File: src/hw/mhp_pkg.sv
// Constants for the microstore host port and its interrupt logic.
// Assumes a single 20 MHz board clock and host strobes arriving from pins.
// Functional notes
// - Status shows pending interrupt flag.
// - Status shows interrupt enable state.
// - Column cursor shown; cleared on pointer write.
// - Status echoes board reset bit; reset halts board.
// - Status shows run/halt per processor.
// - Status shows four flags per processor.
// - Pointer bit 15 stored, not used to address.
// - Window accesses reach the selected microword.
// - Columns map 55:48, 47:32, 31:16, 15:0.
// - Pointer increments after fourth column.
// - Interrupt id write sets clear pending flag.
// - Host and paint processor share pending bit.
// - Disabled at set means no interrupt cycle.
// - Enabled at set starts cycle, id as vector.
// - Servicing leaves interrupt enable unchanged.
// - Id write while pending only replaces vector.
// - Enable command: keep, on, off, toggle.
// - Board reset disables interrupts, halts processors.
// - Select 01: status on read, control on write.

package mhp_pkg;

  // ----------------------------------------------------------------
  // Register select codes
  // ----------------------------------------------------------------
  localparam logic [1:0] SEL_IDENT = 2'h0;
  localparam logic [1:0] SEL_CTRL_STATUS = 2'h1;
  localparam logic [1:0] SEL_POINTER = 2'h2;
  localparam logic [1:0] SEL_WINDOW = 2'h3;

  // ----------------------------------------------------------------
  // Control register fields (write only)
  // ----------------------------------------------------------------
  localparam int CTL_CLR_PEND = 15;
  localparam int CTL_IEN_HI = 13;
  localparam int CTL_IEN_LO = 12;
  localparam int CTL_BOARD_RST = 8;
  localparam int CTL_VIEW_LSB = 3;
  localparam int CTL_PAINT_LSB = 0;
  localparam int CTL_FROM0_OFS = 2;
  localparam int CTL_HALT_OFS = 1;
  localparam int CTL_CONT_OFS = 0;
  localparam logic [1:0] IEN_KEEP = 2'h0;
  localparam logic [1:0] IEN_ON = 2'h1;
  localparam logic [1:0] IEN_OFF = 2'h2;
  localparam logic [1:0] IEN_TOGGLE = 2'h3;

  // ----------------------------------------------------------------
  // Status register fields (read only)
  // ----------------------------------------------------------------
  localparam int STS_PEND = 15;
  localparam int STS_IEN = 14;
  localparam int STS_COL_LSB = 12;
  localparam int STS_ONE = 11;
  localparam int STS_BOARD_RST = 10;
  localparam int STS_VIEW_RUN = 9;
  localparam int STS_PAINT_RUN = 8;
  localparam int STS_VIEW_FLG_LSB = 4;
  localparam int STS_PAINT_FLG_LSB = 0;

  // ----------------------------------------------------------------
  // Microword layout and reset values
  // ----------------------------------------------------------------
  localparam int WORD_W = 56;
  localparam int MS_ADDR_W = 15;
  localparam int VEC_W = 8;
  localparam logic [1:0] COL_LAST = 2'h3;
  localparam logic [15:0] POINTER_RST = 16'h0000;
  localparam logic [VEC_W-1:0] VECTOR_RST = 8'h00;
  localparam logic [7:0] IDENT_UNUSED = 8'hff;
  // Identity pattern value is arbitrary.
  localparam logic [6:0] IDENT_PATTERN = 7'h2a;

  typedef enum logic [1:0] {
    MHP_IDLE = 2'b01,
    MHP_HOLD = 2'b10
  } mhp_state_t;

endpackage : mhp_pkg

File: src/hw/mhp_host_port.sv
// Host register port: ident, control/status, microcode pointer and window,
// plus the paint-processor interrupt flag and vectored interrupt request.
// Assumes host strobes are held until O_ACK and the microstore read data
// follows O_MS_ADDR within one clock.

module mhp_host_port (
  input wire logic I_CLOCK,
  input wire logic I_SRST,
  input wire logic [1:0] I_SEL,
  input wire logic I_RD,
  input wire logic I_WR,
  input wire logic I_LONG,
  input wire logic [15:0] I_WDATA,
  input wire logic I_IACK,
  input wire logic I_GB_ABSENT,
  input wire logic [3:0] I_VIEW_FLAGS,
  input wire logic [3:0] I_PAINT_FLAGS,
  input wire logic I_PAINT_ID_WR,
  input wire logic [mhp_pkg::VEC_W-1:0] I_PAINT_ID,
  input wire logic [mhp_pkg::WORD_W-1:0] I_MS_RDATA,
  output logic [15:0] O_RDATA,
  output logic O_ACK,
  output logic O_BERR,
  output logic O_IRQ,
  output logic O_VEC_VALID,
  output logic [mhp_pkg::VEC_W-1:0] O_VECTOR,
  output logic O_PAINT_PEND,
  output logic [mhp_pkg::MS_ADDR_W-1:0] O_MS_ADDR,
  output logic [1:0] O_MS_COL,
  output logic O_MS_WE,
  output logic [15:0] O_MS_WDATA,
  output logic O_BOARD_RST,
  output logic O_VIEW_RUN,
  output logic O_PAINT_RUN,
  output logic O_VIEW_FROM0,
  output logic O_PAINT_FROM0
);
  import mhp_pkg::*;

  typedef struct packed {
    mhp_state_t state;
    logic [15:0] rdata;
    logic ack;
    logic berr;
    logic pend;
    logic ien;
    logic irq;
    logic vec_valid;
    logic [VEC_W-1:0] vector;
    logic [15:0] pointer;
    logic [1:0] col;
    logic ms_we;
    logic [1:0] ms_col;
    logic [MS_ADDR_W-1:0] ms_addr;
    logic [15:0] ms_wdata;
    logic board_rst;
    logic [1:0] run;
    logic [1:0] from0;
    logic [1:0] cont_last;
    logic [1:0] halt_last;
  } mhp_port_t;

  mhp_port_t r;
  mhp_port_t nxt;
  logic [4:0] pins;
  logic rd_s;
  logic wr_s;
  logic long_s;
  logic iack_s;
  logic gb_s;
  logic [17:0] bus_s;
  logic [1:0] sel_s;
  logic [15:0] wdata_s;

  // ----------------------------------------------------------------
  // Pin synchronisers
  // ----------------------------------------------------------------
  mhp_sync #(.W(5)) u_sync (
    .i_clock(I_CLOCK),
    .i_srst(I_SRST),
    .i_async({I_RD, I_WR, I_LONG, I_IACK, I_GB_ABSENT}),
    .o_sync(pins)
  );

  assign {rd_s, wr_s, long_s, iack_s, gb_s} = pins;

  // Select and data lines pass the same two stages as the strobes, so both
  // arrive together and no logic reads a pin that may still be moving.
  mhp_sync #(.W(18)) u_sync_bus (
    .i_clock(I_CLOCK),
    .i_srst(I_SRST),
    .i_async({I_SEL, I_WDATA}),
    .o_sync(bus_s)
  );

  assign {sel_s, wdata_s} = bus_s;

  // ----------------------------------------------------------------
  // Next state
  // ----------------------------------------------------------------
  always_comb begin
    logic [15:0] sts;
    logic [1:0] ien_cmd;
    logic [2:0] pctl;
    logic cont_e;
    logic halt_e;
    logic set_pend;
    int p;
    p = 0;
    sts = '0;
    ien_cmd = IEN_KEEP;
    pctl = '0;
    cont_e = 1'b0;
    halt_e = 1'b0;
    set_pend = 1'b0;
    nxt = r;
    nxt.ack = 1'b0;
    nxt.berr = 1'b0;
    nxt.ms_we = 1'b0;
    nxt.from0 = 2'b00;

    sts[STS_PEND] = r.pend;
    sts[STS_IEN] = r.ien;
    sts[STS_COL_LSB +: 2] = r.col;
    sts[STS_ONE] = 1'b1;
    sts[STS_BOARD_RST] = r.board_rst;
    sts[STS_VIEW_RUN] = r.run[1];
    sts[STS_PAINT_RUN] = r.run[0];
    sts[STS_VIEW_FLG_LSB +: 4] = I_VIEW_FLAGS;
    sts[STS_PAINT_FLG_LSB +: 4] = I_PAINT_FLAGS;

    // Interrupt id load from the paint processor.
    if (I_PAINT_ID_WR) begin
      nxt.vector = I_PAINT_ID;
      if (!r.pend) begin
        set_pend = 1'b1;
        nxt.irq = r.ien;
      end
    end

    // Acknowledge cycle: vector is driven while the acknowledge stands.
    nxt.vec_valid = iack_s && (r.irq || r.vec_valid);
    if (iack_s && r.irq) begin
      nxt.irq = 1'b0;
    end

    unique case (r.state)
      MHP_IDLE: begin
        if (rd_s || wr_s) begin
          nxt.state = MHP_HOLD;
          if (long_s || (wr_s && sel_s == SEL_IDENT)) begin
            nxt.berr = 1'b1;
          end else begin
            nxt.ack = 1'b1;
            if (rd_s) begin
              unique case (sel_s)
                SEL_IDENT: nxt.rdata = {IDENT_UNUSED, IDENT_PATTERN, gb_s};
                SEL_CTRL_STATUS: nxt.rdata = sts;
                SEL_POINTER: nxt.rdata = r.pointer;
                SEL_WINDOW: begin
                  unique case (r.col)
                    2'h0: nxt.rdata = {8'h00, I_MS_RDATA[55:48]};
                    2'h1: nxt.rdata = I_MS_RDATA[47:32];
                    2'h2: nxt.rdata = I_MS_RDATA[31:16];
                    2'h3: nxt.rdata = I_MS_RDATA[15:0];
                  endcase
                end
              endcase
            end else begin
              unique case (sel_s)
                SEL_CTRL_STATUS: begin
                  if (wdata_s[CTL_CLR_PEND]) begin
                    nxt.pend = 1'b0;
                  end
                  ien_cmd = wdata_s[CTL_IEN_HI:CTL_IEN_LO];
                  unique case (ien_cmd)
                    IEN_KEEP: nxt.ien = r.ien;
                    IEN_ON: nxt.ien = 1'b1;
                    IEN_OFF: nxt.ien = 1'b0;
                    IEN_TOGGLE: nxt.ien = !r.ien;
                  endcase
                  nxt.board_rst = wdata_s[CTL_BOARD_RST];
                  for (p = 0; p < 2; p++) begin
                    pctl = (p == 1) ? wdata_s[CTL_VIEW_LSB +: 3] : wdata_s[CTL_PAINT_LSB +: 3];
                    cont_e = pctl[CTL_CONT_OFS] && !r.cont_last[p];
                    halt_e = pctl[CTL_HALT_OFS] && !r.halt_last[p];
                    nxt.cont_last[p] = pctl[CTL_CONT_OFS];
                    nxt.halt_last[p] = pctl[CTL_HALT_OFS];
                    if (cont_e && halt_e) begin
                      nxt.run[p] = !r.run[p];
                      nxt.from0[p] = !r.run[p] && pctl[CTL_FROM0_OFS];
                    end else if (cont_e) begin
                      nxt.run[p] = 1'b1;
                      nxt.from0[p] = pctl[CTL_FROM0_OFS];
                    end else if (halt_e) begin
                      nxt.run[p] = 1'b0;
                    end
                  end
                end
                SEL_POINTER: begin
                  nxt.pointer = wdata_s;
                  nxt.col = 2'h0;
                end
                SEL_WINDOW: begin
                  nxt.ms_we = 1'b1;
                  nxt.ms_col = r.col;
                  nxt.ms_wdata = (r.col == 2'h0) ? {8'h00, wdata_s[7:0]} : wdata_s;
                end
                default: nxt.berr = 1'b1;
              endcase
            end
            if (sel_s == SEL_WINDOW) begin
              nxt.col = r.col + 2'h1;
              if (r.col == COL_LAST) begin
                nxt.pointer = r.pointer + 16'h0001;
              end
            end
          end
        end
      end
      MHP_HOLD: begin
        if (!rd_s && !wr_s) begin
          nxt.state = MHP_IDLE;
        end
      end
    endcase

    // Disabling withdraws a request that has not yet been acknowledged.
    if (!nxt.ien) begin
      nxt.irq = 1'b0;
    end
    // A new event wins over a clear arriving in the same cycle.
    if (set_pend) begin
      nxt.pend = 1'b1;
    end
    // Holding the board reset keeps both processors halted.
    if (nxt.board_rst) begin
      nxt.ien = 1'b0;
      nxt.irq = 1'b0;
      nxt.run = 2'b00;
      nxt.from0 = 2'b00;
    end
    // The address follows the pointer one clock late, so a last-column write
    // still lands in its own word and not in the one after it.
    nxt.ms_addr = r.pointer[MS_ADDR_W-1:0];
  end

  always_ff @(posedge I_CLOCK) begin
    if (I_SRST) begin
      r <= '0;
      r.state <= MHP_IDLE;
      r.pointer <= POINTER_RST;
      r.vector <= VECTOR_RST;
    end else begin
      r <= nxt;
    end
  end

  // ----------------------------------------------------------------
  // Outputs
  // ----------------------------------------------------------------
  assign O_RDATA = r.rdata;
  assign O_ACK = r.ack;
  assign O_BERR = r.berr;
  assign O_IRQ = r.irq;
  assign O_VEC_VALID = r.vec_valid;
  assign O_VECTOR = r.vector;
  assign O_PAINT_PEND = r.pend;
  assign O_MS_ADDR = r.ms_addr;
  assign O_MS_COL = r.ms_col;
  assign O_MS_WE = r.ms_we;
  assign O_MS_WDATA = r.ms_wdata;
  assign O_BOARD_RST = r.board_rst;
  assign O_VIEW_RUN = r.run[1];
  assign O_PAINT_RUN = r.run[0];
  assign O_VIEW_FROM0 = r.from0[1];
  assign O_PAINT_FROM0 = r.from0[0];

  // ----------------------------------------------------------------
  // Checks
  // ----------------------------------------------------------------
  logic host_acc;
  assign host_acc = (r.state == MHP_IDLE) && (rd_s || wr_s) && !long_s;

  AST_PEND_SET: assert property (@(posedge I_CLOCK) disable iff (I_SRST)
    I_PAINT_ID_WR && !r.pend |=> r.pend)
    else $error("pending flag not set by id load");

  AST_IRQ_CAUSE: assert property (@(posedge I_CLOCK) disable iff (I_SRST)
    $rose(r.irq) |-> $past(I_PAINT_ID_WR) && !$past(r.pend) && $past(r.ien))
    else $error("interrupt request without enabled new event");

  AST_ID_REPLACE: assert property (@(posedge I_CLOCK) disable iff (I_SRST)
    I_PAINT_ID_WR && r.pend |=> !$rose(r.irq) && r.vector == $past(I_PAINT_ID))
    else $error("id load while pending misbehaved");

  AST_PTR_COL0: assert property (@(posedge I_CLOCK) disable iff (I_SRST)
    host_acc && wr_s && sel_s == SEL_POINTER |=> r.col == 2'h0 && r.ack)
    else $error("cursor not cleared by pointer write");

  AST_WRAP: assert property (@(posedge I_CLOCK) disable iff (I_SRST)
    host_acc && sel_s == SEL_WINDOW && r.col == COL_LAST
      |=> r.col == 2'h0 && r.pointer == $past(r.pointer) + 16'h0001)
    else $error("no wrap and increment after last column");

  AST_WIN_ADDR: assert property (@(posedge I_CLOCK) disable iff (I_SRST)
    host_acc && wr_s && sel_s == SEL_WINDOW
      |=> r.ms_we && r.ms_addr == $past(r.pointer[MS_ADDR_W-1:0]))
    else $error("window write not aimed at the selected word");

  AST_IEN_TOGGLE: assert property (@(posedge I_CLOCK) disable iff (I_SRST)
    host_acc && wr_s && sel_s == SEL_CTRL_STATUS
      && wdata_s[CTL_IEN_HI:CTL_IEN_LO] == IEN_TOGGLE
      && !wdata_s[CTL_BOARD_RST] |=> r.ien != $past(r.ien))
    else $error("enable toggle failed");

  AST_BOARD_RST: assert property (@(posedge I_CLOCK) disable iff (I_SRST)
    r.board_rst |-> !r.ien && r.run == 2'b00 && !r.irq)
    else $error("board reset left interrupts or processors active");

  AST_STATUS_READ: assert property (@(posedge I_CLOCK) disable iff (I_SRST)
    host_acc && rd_s && sel_s == SEL_CTRL_STATUS
      |=> O_RDATA[STS_PEND] == $past(r.pend) && O_RDATA[STS_IEN] == $past(r.ien))
    else $error("status flags read back wrong");

  AST_IEN_KEPT: assert property (@(posedge I_CLOCK) disable iff (I_SRST)
    iack_s && r.irq && !host_acc && !r.board_rst |=> r.ien && O_VEC_VALID)
    else $error("acknowledge disturbed enable or vector");

endmodule // mhp_host_port

File: src/hw/mhp_sync.sv
// Two-stage synchroniser for host pins.
// Assumes inputs are asynchronous to I_CLOCK; only stage two is read.

module mhp_sync #(
  parameter int W = 4
) (
  input wire logic i_clock,
  input wire logic i_srst,
  input wire logic [W-1:0] i_async,
  output logic [W-1:0] o_sync
);

  typedef struct packed {
    logic [W-1:0] meta;
    logic [W-1:0] stable;
  } mhp_sync_t;

  mhp_sync_t r;
  mhp_sync_t nxt;

  // ----------------------------------------------------------------
  // Stages
  // ----------------------------------------------------------------
  always_comb begin
    nxt.meta = i_async;
    nxt.stable = r.meta;
  end

  always_ff @(posedge i_clock) begin
    if (i_srst) begin
      r <= '0;
    end else begin
      r <= nxt;
    end
  end

  assign o_sync = r.stable;

endmodule // mhp_sync

File: config.mk
export PLATFORM = sky130hd
export DESIGN_NAME = mhp_host_port
export DESIGN_NICKNAME = d
export VERILOG_FILES = /design/src/hw/mhp_pkg.sv /design/src/hw/mhp_host_port.sv /design/src/hw/mhp_sync.sv
export SDC_FILE = /design/constraint.sdc
export NUM_CORES = 1
export LEC_CHECK = 0
export BUFFER_PORTS_ARGS = -buffer_cell sky130_fd_sc_hd__buf_2
export CORE_MARGIN = 3
export CORE_UTILIZATION = 52
export DETAILED_ROUTE_END_ITERATION = 10
export HOLD_SLACK_MARGIN = 0.05
export PLACE_DENSITY = 0.9
export SLEW_MARGIN = 5
export SYNTH_ARGS = -nofsm -noshare
export SYNTH_HDL_FRONTEND = slang
export SYNTH_SLANG_ARGS = --single-unit
File: constraint.sdc
create_clock -name I_CLOCK -period 2.56 [get_ports I_CLOCK]
set_input_delay 0.256 -clock I_CLOCK [delete_from_list [all_inputs] [get_ports I_CLOCK]]
set_output_delay 0.256 -clock I_CLOCK [all_outputs]
set_load 0.02 [all_outputs]
Yosys cells after proc, flatten, opt, wreduce, memory -nomap -nowiden
Index checks and enable logic that the tools add are counted.
{ "totals": {"in_bits": 98, "word_cells": 139, "regBits": 139, "output_inout_bits": 68} }
{ "classes": {"muxes": 39, "bitwise": 7, "add_sub_neg": 2, "n_reduce_logical": 50, "eq_ne": 16} }
{ "op_table": {"columns": ["operator", "n"], "rows": [
  ["16-bit one-hot mux with 4 select lines", 2],
  ["16-bit two-way mux", 3],
  ["9-bit two-way mux", 5],
  ["18-bit two-way mux", 2],
  ["22-bit two-way mux", 1],
  ["21-bit two-way mux", 1],
  ["6-bit AND reduction", 3],
  ["17-bit two-way mux", 1],
  ["16-bit by 1-bit adder with 16-bit output (second input constant)", 1],
  ["1-bit two-way mux", 16],
  ["5-bit AND reduction", 3],
  ["2-bit equality test (second input constant)", 7],
  ["1-bit logical AND", 12],
  ["2-bit nonzero test", 5],
  ["1-bit zero test", 9],
  ["2-bit by 1-bit equality test with 1-bit output (second input constant)", 4],
  ["2-bit two-way mux", 4],
  ["2-bit inequality test (second input constant)", 4],
  ["1-bit NOT", 7],
  ["7-bit OR reduction", 1],
  ["2-bit zero test", 3],
  ["3-bit two-way mux", 2],
  ["3-bit nonzero test", 2],
  ["3-bit OR reduction", 2],
  ["11 further kinds", 14]
]} }

Longest topological paths before layout
Gate-level depths: netlist of the first run.
{ "depth": {"depth_word": 11, "mapped_depth": 8, "depth_no_buf": 7} }

By module
Synthesis of the first run repeated with hierarchy kept, for this count alone.
{ "hier_totals": {"hier_cells": 667, "hier_area_um2": 6130.9} }
{ "by_module_without_submodules": {"columns": ["module", "instances", "area_per_inst_um2", "cells_per_inst", "seq_area_each_um2"], "rows": [
  ["mhp_host_port", 1, 4873.4, 572, 1861.8],
  ["mhp_sync at u_sync_bus", 1, 994.7, 75, 720.7],
  ["mhp_sync at u_sync", 1, 262.8, 20, 200.2]
]} }

Worst setup path after synthesis of the first run
Ideal clock, no wire load.
{ "synth_path": {"path_kind": "register -> register", "startpoint": "register r[92] in the netlist's numbering", "endpoint": "register r, in the netlist O_VIEW_RUN", "setup_slack_ns": 0.643, "stages_incl_launch_ff": 8, "path_buffers": 2, "setup_ns": 0.132, "arrival_time_ns": 1.785, "period_less_slack_ns": 1.917, "required_time_ns": 2.428, "path_cell_list": "dfxtp_1 > or3b_1 > buf_2 > or3_4 > clkbuf_8 > o31a_1 > a31oi_1 > nor3_1"} }
{ "synth_between": {"elab_chain_cells": 3, "elab_cells_between_ends": 4, "classes_between": "eq/ne: 1; mux: 1; reduce/logical: 2"} }
{ "synth_rtl": {"columns": ["element", "line", "text"], "rows": [
  ["start, declared", "mhp_host_port.sv:63", "mhp_port_t r;"],
  ["start signal, assigned", "mhp_host_port.sv:255", "r <= nxt;"],
  ["2-bit by 1-bit equality test with 1-bit output (*)", "mhp_host_port.sv:147", "unique case (r.state)"],
  ["9-bit two-way mux", "mhp_host_port.sv:147", null],
  ["2-bit OR reduction (no source line)", null, null]
]} }
Every way passes the cells marked *; elsewhere a longest branch is shown, timed or not.
A chain may end at the register's enable or synchronous reset.

Final worst setup path of the first run
{ "layout_path": {"startpoint": "register r[91] in the netlist's numbering", "endpoint": "register r, in the netlist O_MS_WDATA[10]"} }
{ "layout_between": {"elab_chain_cells": 2} }
{ "layout_rtl": {"columns": ["element", "line"], "rows": [
  ["2-bit by 1-bit equality test with 1-bit output", "mhp_host_port.sv:147"],
  ["5-bit AND reduction (no source line)", null]
]} }
Every way passes these cells.

==> results.yml, run 1 <==
routing:
  drt_iter0_markers: 509
  vias_per_cell: 5.677
  vias: 5393
  wl_per_cell_um: 17.48
  drt_wl_total_um: 16600
  drc_errors: 0
  ant_nets: 0
  drt-pass1-iter-count: 6
setup_path:
  slowest_delay_ns: 0.79
  crit_chain: "or3b_1 > or3_1 > nor3b_1 > a21oi_1 > nor2_1"
  cp_slowest_cell: "or3_1"
  cp-start-kind: "register"
  worst_ep_required_time_ns: 2.90
  critPathKind: "register to register"
  end_kind: "register"
  r2r-start: "r[91]"
  critPathArrivalTime_ns: 2.67
  path_max_fanout: 27
  crit_start: "r[91]"
  r2r_cells: 5
finish:
  design_area_sq_um: 7352
  layout-drive-gt1-share_pct: 27.78
  fin_util_pct: 66.08
  antenna_cells: 0
  finalNonFillerCells: 950
  num-nets-final: 900
  fill_cells: 905
  multi_input_area_sq_um: 2591
  area_growth_pct: 21.15
  seqCellArea_sq_um: 2783
die:
  rows: 38
  coreArea_sq_um: 11130
  die_area_sq_um: 13000
  die_h_um: 114.0
  pin_count: 166
  start_util_pct: 54.54
  die_x_um: 114.0
clocking:
  htree_num_levels: 4
  cts.clk_slew.worst_paths_ns: 0.06
  cts_tree: "done"
  clk_path_buf_depth: 2
  clkLatencyLatePin_ns: 0.41
  cts_root_buf: "clkbuf_16"
  clock_sinks: 139
  cts_resized: 0
  cts_buffers: 17
run_status:
  status: "complete, no violations"
run:
  max-cap-violations: 0
power_and_ir_drop:
  peakVddDrop_mv: 0.4236
  total_power_w: 0.005069
  leakagePower_nw: 3.163
  power_per_cell_area_nw_per_um2: 689.5
placed_design:
  hpwl_um: 11560
  dpl-instance-area_sq_um: 6596
  portBuffers: 165
  routabilityCongestion: 1.002
  place_inst: 902
yosys:
  async_flop_share_pct: 0
  syn_area_sq_um: 6068
  yosys-top-cells-count: "139 x dfxtp_1, 67 x nor2b_1, 57 x buf_4, 53 x nor2_1, 50 x nand2_1"
  yosysUniqueCellTypes: 63
  syn_inst: 684
  yosys.area_share.simple_pct: 21.42
  ys.flop_type: "dfxtp_1"
  synth-edff-count: 0
  ys_seq_elements: 139
  yosys.area.top_type: "dfxtp_1"
  synthAdderAreaFrac_pct: 1.031
  synth_nets: 787
  netlist_top_cells_area: "dfxtp_1 46%, buf_4 7.1%, nor2b_1 6.9%, a21oi_1 4.0%, nor2_1 3.3%"
  ys.warnings.count: 0
  yosysSeqAreaShare_pct: 45.86
  synth_top_area_share_pct: 45.86
  syn_avg_cell_area_sq_um: 8.872
  synth-compound-area-share_pct: 17.36
  synth_top_family_by_area: "simple AND/OR/NAND/NOR gates"
  muxShareOfSynthArea_pct: 2.598
  synth_most_common_cell: "dfxtp_1"
  synth_xor_area_share_pct: 0.2887
sta:
  tns_ns: 0
  drv_slew: 0
  finalClockSkew_ns: 0.006555
  setup_violations: 0
  hold_violations: 0
  fmax_mhz: 430.6
  fin_crit_sh_pct: 90.72
  rsz0062_at_grt: "false"
  layout_min_cycle_time_ns: 2.322
  worst_slew_pin_slew_ns: 0.9121
  slew_headroom_pct: 39.19
worst_hold_path:
  hold_depth: 2
  min_from: "I_WDATA[7]"
  worstHoldPathType: "input port to register"
grt:
  grt_first_pass_wirelength_um: 25720
  grt_overflow_total: 0
  track_usage_pct: 25.24
  grt_max_degree: 87
  grt_pass1_vias: 5022
  antenna_found_initial: 0
path summary, 6_finish.rpt:
kind / to / slack (ns)
worst min-delay path: u_sync_bus.nxt[7] / 0.06
worst max register to register: O_MS_WDATA[10] / 0.24
worst max-delay path: O_MS_WDATA[10] / 0.24
worst min register to register: u_sync.o_sync[3] / 0.43
cells in the final DEF, fill, tap and decap left out, types with 3 or more instances in the layout:
| master | count |
|---|---|
| clkinv_4 | 3 |
| a32oi_1 | 3 |
| ha_1 | 5 |
| a21oi_1 | 49 |
| a311oi_1 | 5 |
| o22ai_1 | 11 |
| buf_2 | 164 |
| a221oi_1 | 4 |
| a211oi_1 | 3 |
| dlygate4sd3_1 | 16 |
| mux2i_1 | 12 |
| a31oi_1 | 10 |
| a222oi_1 | 16 |
| a22oi_1 | 5 |
| nor3_1 | 16 |
| nand2_1 | 50 |
| nand3_1 | 14 |
| nor2_1 | 53 |
| nor2b_1 | 67 |
| clkbuf_16 | 17 |
| and3_1 | 9 |
| dfxtp_1 | 139 |
| nand4_1 | 3 |
| o221ai_1 | 10 |
| inv_1 | 18 |
| nand2b_1 | 3 |
| buf_4 | 18 |
| nor3b_1 | 9 |
| o21ai_0 | 21 |
sequential cells by signal, indices dropped and copies added (netlist names), 2 cells and up:
register,count
u_sync.o_sync,5
O_RDATA,16
u_sync_bus.nxt,18
nxt,15
O_MS_COL,2
O_MS_ADDR,15
O_MS_WDATA,16
r,10
u_sync.nxt,5
O_VECTOR,8
u_sync_bus.o_sync,18
where the power goes:
group	switching (W)	internal (W)
registers	0.0000358	0.00222
logic	0.000187	0.000164
clock network	0.000958	0.00150
total	0.00118	0.00389
what timing repair did:
| action | 4_1_cts | 5_1_grt |
|---|---|---|
| setup buffers | 0 | 0 |
| hold buffers | 16 | 0 |
| hold endpoints to repair | 16 | 0 |
cell type report:
cell class                 instances  share of cell area, %
sequential                       139                  37.85
timing repair buffer             199                  15.45
inverter                          19                 0.9700
clock buffer                      21                  6.263
tap                              140                  2.383
multi-input combinational        421                  35.25
clock inverter                    11                  1.838
metrics by stage:
stage | worst slack, ns | hold WS, ns
finish | 0.2377 | 0.05817
global route | 0.09945 | 0.06079
CTS | 0.2304 | 0.05325
detailed placement | 0.3109 | 0.4204
global placement | 0.4800 | 0.4158
floorplan | 0.6433 | 0.3842
cell families (layout without fill, tap and decap cells):
kind of cell	after synthesis	in the layout
AND/OR/NAND/NOR	244	244
AO/OA/AOI/OAI	156	156
flip-flops	139	139
buffers and inverters	124	250
multiplexers	14	14
adder cells (fa/ha/maj)	5	5
XOR/XNOR	2	2
routing by layer:
metal	up-vias	wire length [um]	global-route usage, %
li1	2587	-	-
met1	2491	6728	31.78
met2	284	7950	42.23
met3	31	1628	6.684
met4	0	295	8.076
met5	-	0	0
critical path, delay by kind of cell, from the launching register on:
| kind | cells | cell delay [ns] |
|---|---|---|
| flops | 1 | 0.38 |
| simple gates | 4 | 1.78 |
| compound gates | 1 | 0.09 |
No activity file was read; power rests on OpenSTA's default activity.
==> inputs of run 2 (changes only) <==
--- a/config.mk
+++ b/config.mk
@@ -11,6 +11,7 @@
 export DETAILED_ROUTE_END_ITERATION = 10
 export HOLD_SLACK_MARGIN = 0.05
 export PLACE_DENSITY = 0.9
+export RECOVER_POWER = 25
 export SLEW_MARGIN = 5
 export SYNTH_ARGS = -nofsm -noshare
 export SYNTH_HDL_FRONTEND = slang
==> run 2 against run 1 <==
Routed wire length fell by 0.24%. Sequential share of layout area about the same. Highest routed layer unchanged. Via count increased by 0.61%. Clock skew increased by 0.0025 ns. Count of clock-buffer cells in the layout unchanged. Total power about the same. Core utilization decreased by 0.068 points. Global-route usage unchanged.
==> results.yml, run 2 (synthesis gave the netlist of run 1 again) <==
clocking:
  cts.clk_slew.worst_paths_ns: 0.06
  cts_tree: "done"
  cts_hold_buf: 16
  clkLatencyLatePin_ns: 0.41
  post_cts_buffers: 0
  clk_path_buf_depth: 2
  cts_buffers: 17
  cts_root_buf: "clkbuf_16"
  clock_sinks: 139
  cts_resized: 0
  htree_num_levels: 4
routing:
  wl_per_cell_um: 17.43
  drt_wl_total_um: 16560
  drt-pass1-iter-count: 5
  vias_per_cell: 5.712
  drc_errors: 0
  drt_iter0_markers: 478
  ant_nets: 0
  vias: 5426
sta:
  slew_headroom_pct: 4.667
  setup_violations: 0
  rsz0062_at_grt: "false"
  fin_crit_sh_pct: 90.89
  layout_min_cycle_time_ns: 2.327
  hold_violations: 0
  drv_slew: 0
  fmax_mhz: 429.8
  tns_ns: 0
  finalClockSkew_ns: 0.009104
  worst_slew_pin_slew_ns: 1.430
finish:
  antenna_cells: 0
  fin_util_pct: 66.01
  fill_cells: 906
  multi_input_area_sq_um: 2591
  most-common-layout-cells: "164 x buf_2, 139 x dfxtp_1, 67 x nor2b_1, 53 x nor2_1, 50 x nand2_1"
  layout-drive-gt1-share_pct: 27.41
  finalNonFillerCells: 950
  area_growth_pct: 21.03
  final_common_cell: "buf_2"
  num-nets-final: 900
  seqCellArea_sq_um: 2783
setup_path:
  critPathArrivalTime_ns: 2.66
  cp-start-kind: "register"
  path_max_fanout: 27
  worst_ep_required_time_ns: 2.89
  critPathKind: "register to register"
  slowest_delay_ns: 0.79
  end_kind: "register"
  cp_slowest_cell: "or3_1"
  critPathBufInv: 0
  cp_top_family: "simple AND/OR/NAND/NOR gates"
  crit_chain: "or3b_1 > or3_1 > nor3b_1 > a21oi_1 > nor2_1"
run:
  max-cap-violations: 0
power_and_ir_drop:
  peakVddDrop_mv: 0.4230
  power.share.clock_pct: 48.5
  p_sw_w: 0.001177
  total_power_w: 0.005065
  power_per_cell_area_nw_per_um2: 689.6
  leakagePower_nw: 3.164
  power.sequential.fraction_pct: 44.6
  combPwrFrac_pct: 6.9
  p_int_w: 0.003887
  switching_share_pct: 23.25
grt:
  antenna_found_initial: 0
  use_met2_pct: 42.23
  grt_max_degree: 87
  grt_busiest_layer: "met2"
  grt_first_pass_wirelength_um: 25720
  use_met3_pct: 6.684
  grt_overflow_total: 0
  track_usage_pct: 25.24
  grt_pass1_vias: 5022
  use_met1_pct: 31.78
die:
  start_util_pct: 54.54
  coreArea_sq_um: 11130
  die_h_um: 114.0
  die_area_sq_um: 13000
  die_x_um: 114.0
  pin_count: 166
  rows: 38
placed_design:
  hpwl_um: 11560
  place_inst: 902
  portBuffers: 165
  routabilityCongestion: 1.002
worst_hold_path:
  worstHoldPathType: "input port to register"
run_status:
  status: "complete, no violations"
==> run 2: layout make-up <==
| cell class | count | area share (%) |
|---|---|---|
| sequential | 139 | 37.89 |
| clock inverter | 11 | 1.840 |
| tap | 140 | 2.385 |
| clock buffer | 21 | 6.269 |
| timing repair buffer | 199 | 15.37 |
| multi-input combinational | 421 | 35.28 |
| inverter | 19 | 0.9710 |
==> run 2: final timing paths <==
check                      from                 to  slack (ns)  cells after the start
hold / removal       I_WDATA[7]  u_sync_bus.nxt[7]        0.06                      2
setup reg to reg          r[91]     O_MS_WDATA[10]        0.23                      5
hold reg to reg   u_sync.nxt[3]   u_sync.o_sync[3]        0.43                      1
setup / recovery          r[91]     O_MS_WDATA[10]        0.23                      5
==> run 2: per-stage QoR <==
step	hold slack [ns]	area [sq um]	setup slack (ns)
2_1_floorplan	0.3842	6068	0.6433
3_3_place_gp	0.4158	6596	0.4800
3_5_place_dp	0.4204	6596	0.3109
4_1_cts	0.05325	7352	0.2304
5_1_grt	0.06079	7345	0.08422
6_report	0.06029	7345	0.2333
==> run 2: power by group through the flow <==
stage               Combinational [W]  Sequential, W  Clock, W
CTS                          0.000349        0.00226   0.00248
global route                 0.000382        0.00226   0.00258
floorplan                    0.000214        0.00229         0
global placement             0.000324        0.00230         0
finish                       0.000350        0.00226   0.00246
detailed placement           0.000329        0.00230         0
==> run 2: routing by layer <==
| metal | routed length [um] | share of wire [%] |
|---|---|---|
| met1 | 6685 | 40 |
| met2 | 7908 | 48 |
| met3 | 1635 | 9.9 |
| met4 | 334 | 2.0 |
| met5 | 0 | 0 |
==> inputs of run 3 (changes only) <==
--- a/config.mk
+++ b/config.mk
@@ -10,7 +10,7 @@
 export CORE_UTILIZATION = 52
 export DETAILED_ROUTE_END_ITERATION = 10
 export HOLD_SLACK_MARGIN = 0.05
-export PLACE_DENSITY = 0.9
+export PLACE_DENSITY = 0.79
 export RECOVER_POWER = 25
 export SLEW_MARGIN = 5
 export SYNTH_ARGS = -nofsm -noshare
==> run 3 against run 2 <==
Worst hold slack improved by 0.0019 ns. Sequential power about the same. Total power up 0.59%. Sequential cell count is the same. Sequential share of layout area down 0.12 points. Cell count is 0.21% higher. First-iteration DRC count is 0.21% lower.
==> results.yml, run 3 (synthesis gave the netlist of run 1 again) <==
grt:
  grt_pass1_vias: 5371
  grt_overflow_total: 0
  grt_max_degree: 125
  grt_first_pass_wirelength_um: 28060
  antenna_found_initial: 0
  track_usage_pct: 27.90
clocking:
  post_cts_buffers: 0
  htree_num_levels: 4
  cts.clk_slew.worst_paths_ns: 0.06
  cts_resized: 0
  cts_hold_buf: 18
  cts_tree: "done"
  clock_sinks: 139
  clkLatencyLatePin_ns: 0.42
  cts_buffers: 17
  cts_root_buf: "clkbuf_16"
  clk_path_buf_depth: 2
placed_design:
  routabilityCongestion: 0.9137
  dp_slack_ns: 0.4900
  portBuffers: 165
  place_inst: 901
  hpwl_um: 12490
sta:
  layout_min_cycle_time_ns: 2.142
  hold_slack_ns: 0.06222
  worst_slack_ns: 0.4181
  setup_violations: 0
  finalClockSkew_ns: 0.006533
  slew_headroom_pct: 12.41
  drv_slew: 0
  rsz0062_at_grt: "false"
  hold_violations: 0
  fmax_mhz: 466.9
  fin_crit_sh_pct: 83.67
  tns_ns: 0
  worst_slew_pin_slew_ns: 1.314
setup_path:
  cp_slowest_cell: "and3_1"
  crit_chain: "nor3b_1 > and3_1 > nor2_1 > a2111oi_0"
  slowest_delay_ns: 0.70
  critPathArrivalTime_ns: 2.42
  end_kind: "register"
  path_max_fanout: 18
  critPathKind: "register to register"
  cp-start-kind: "register"
  worst_ep_required_time_ns: 2.84
finish:
  multi_input_area_sq_um: 2591
  finalNonFillerCells: 952
  seqCellArea_sq_um: 2783
  antenna_cells: 0
  fill_cells: 899
  final_common_cell: "buf_2"
  most-common-layout-cells: "164 x buf_2, 139 x dfxtp_1, 67 x nor2b_1, 53 x nor2_1, 50 x nand2_1"
  layout-drive-gt1-share_pct: 27.59
  area_growth_pct: 21.42
  num-nets-final: 902
routing:
  vias: 5418
  ant_nets: 0
  drt_wl_total_um: 17910
  drt-pass1-iter-count: 8
  drt_iter0_markers: 477
  vias_per_cell: 5.691
  drc_errors: 0
  wl_per_cell_um: 18.82
die:
  rows: 38
  coreArea_sq_um: 11130
  start_util_pct: 54.54
  die_h_um: 114.0
  die_area_sq_um: 13000
  die_x_um: 114.0
  pin_count: 166
run_status:
  status: "complete, no violations"
run:
  max-cap-violations: 0
worst_hold_path:
  worstHoldPathType: "input port to register"
power_and_ir_drop:
  leakagePower_nw: 3.160
  peakVddDrop_mv: 0.5084
  power_per_cell_area_nw_per_um2: 691.4
## run 3: cell count changes in the layout (fill, tap and decap cells not counted)
cell and delta:
clkinv_2 -1, o21ba_1 -1, inv_6 +1, clkinvlp_4 +1, o21ba_2 +1, inv_8 -1
clkbuf_1 -2, clkbuf_4 +1, clkbuf_8 +1, buf_12 -1, dlygate4sd3_1 +3
## run 3: metrics by stage
stage          util [%]  total power, W  area [sq um]
2_1_floorplan         -        0.002508          6068
3_3_place_gp      59.22        0.002628          6589
3_5_place_dp      59.22        0.002636          6589
4_1_cts           66.28        0.005116          7375
5_1_grt           66.23        0.005248          7368
6_report          66.23        0.005095          7368
## run 3: power by group
group / internal (W) / total (W) / switching, W
registers: 0.00222 / 0.00226 / 0.0000415
clock network: 0.00152 / 0.00248 / 0.000953
logic: 0.000162 / 0.000352 / 0.000190
total: 0.00391 / 0.00509 / 0.00119
## run 3: worst paths after layout
| kind | start | endpoint | slack (ns) | depth (start not counted) |
|---|---|---|---|---|
| max | r[91] | O_RDATA[2] | 0.42 | 4 |
| min | I_WDATA[5] | u_sync_bus.nxt[5] | 0.06 | 2 |
| max reg2reg | r[91] | O_RDATA[2] | 0.42 | 4 |
| min reg2reg | u_sync_bus.nxt[3] | u_sync_bus.o_sync[3] | 0.43 | 1 |
## run 3: worst max-delay path: cells and delay by family, from the launching register on
| family | cells | cell delay (ns) |
|---|---|---|
| AOI/OAI and AO/OA | 1 | 0.37 |
| and+or+nand+nor | 3 | 1.26 |
| DFF | 1 | 0.37 |
## run 3: layer usage
layer  track usage [%]  up-vias  routed length, um
li1                  -     2587                  -
met5                 0        -                  0
met2             45.75      217               8782
met4             11.88        0                508
met1             35.04     2578               7380
met3             6.844       36               1241
## run 3: cell type report
class                      count  share of cell area, %
clock inverter                11                  1.834
multi-input combinational    421                  35.17
tap                          140                  2.377
timing repair buffer         201                  15.50
inverter                      19                 0.9679
sequential                   139                  37.77
clock buffer                  21                  6.385
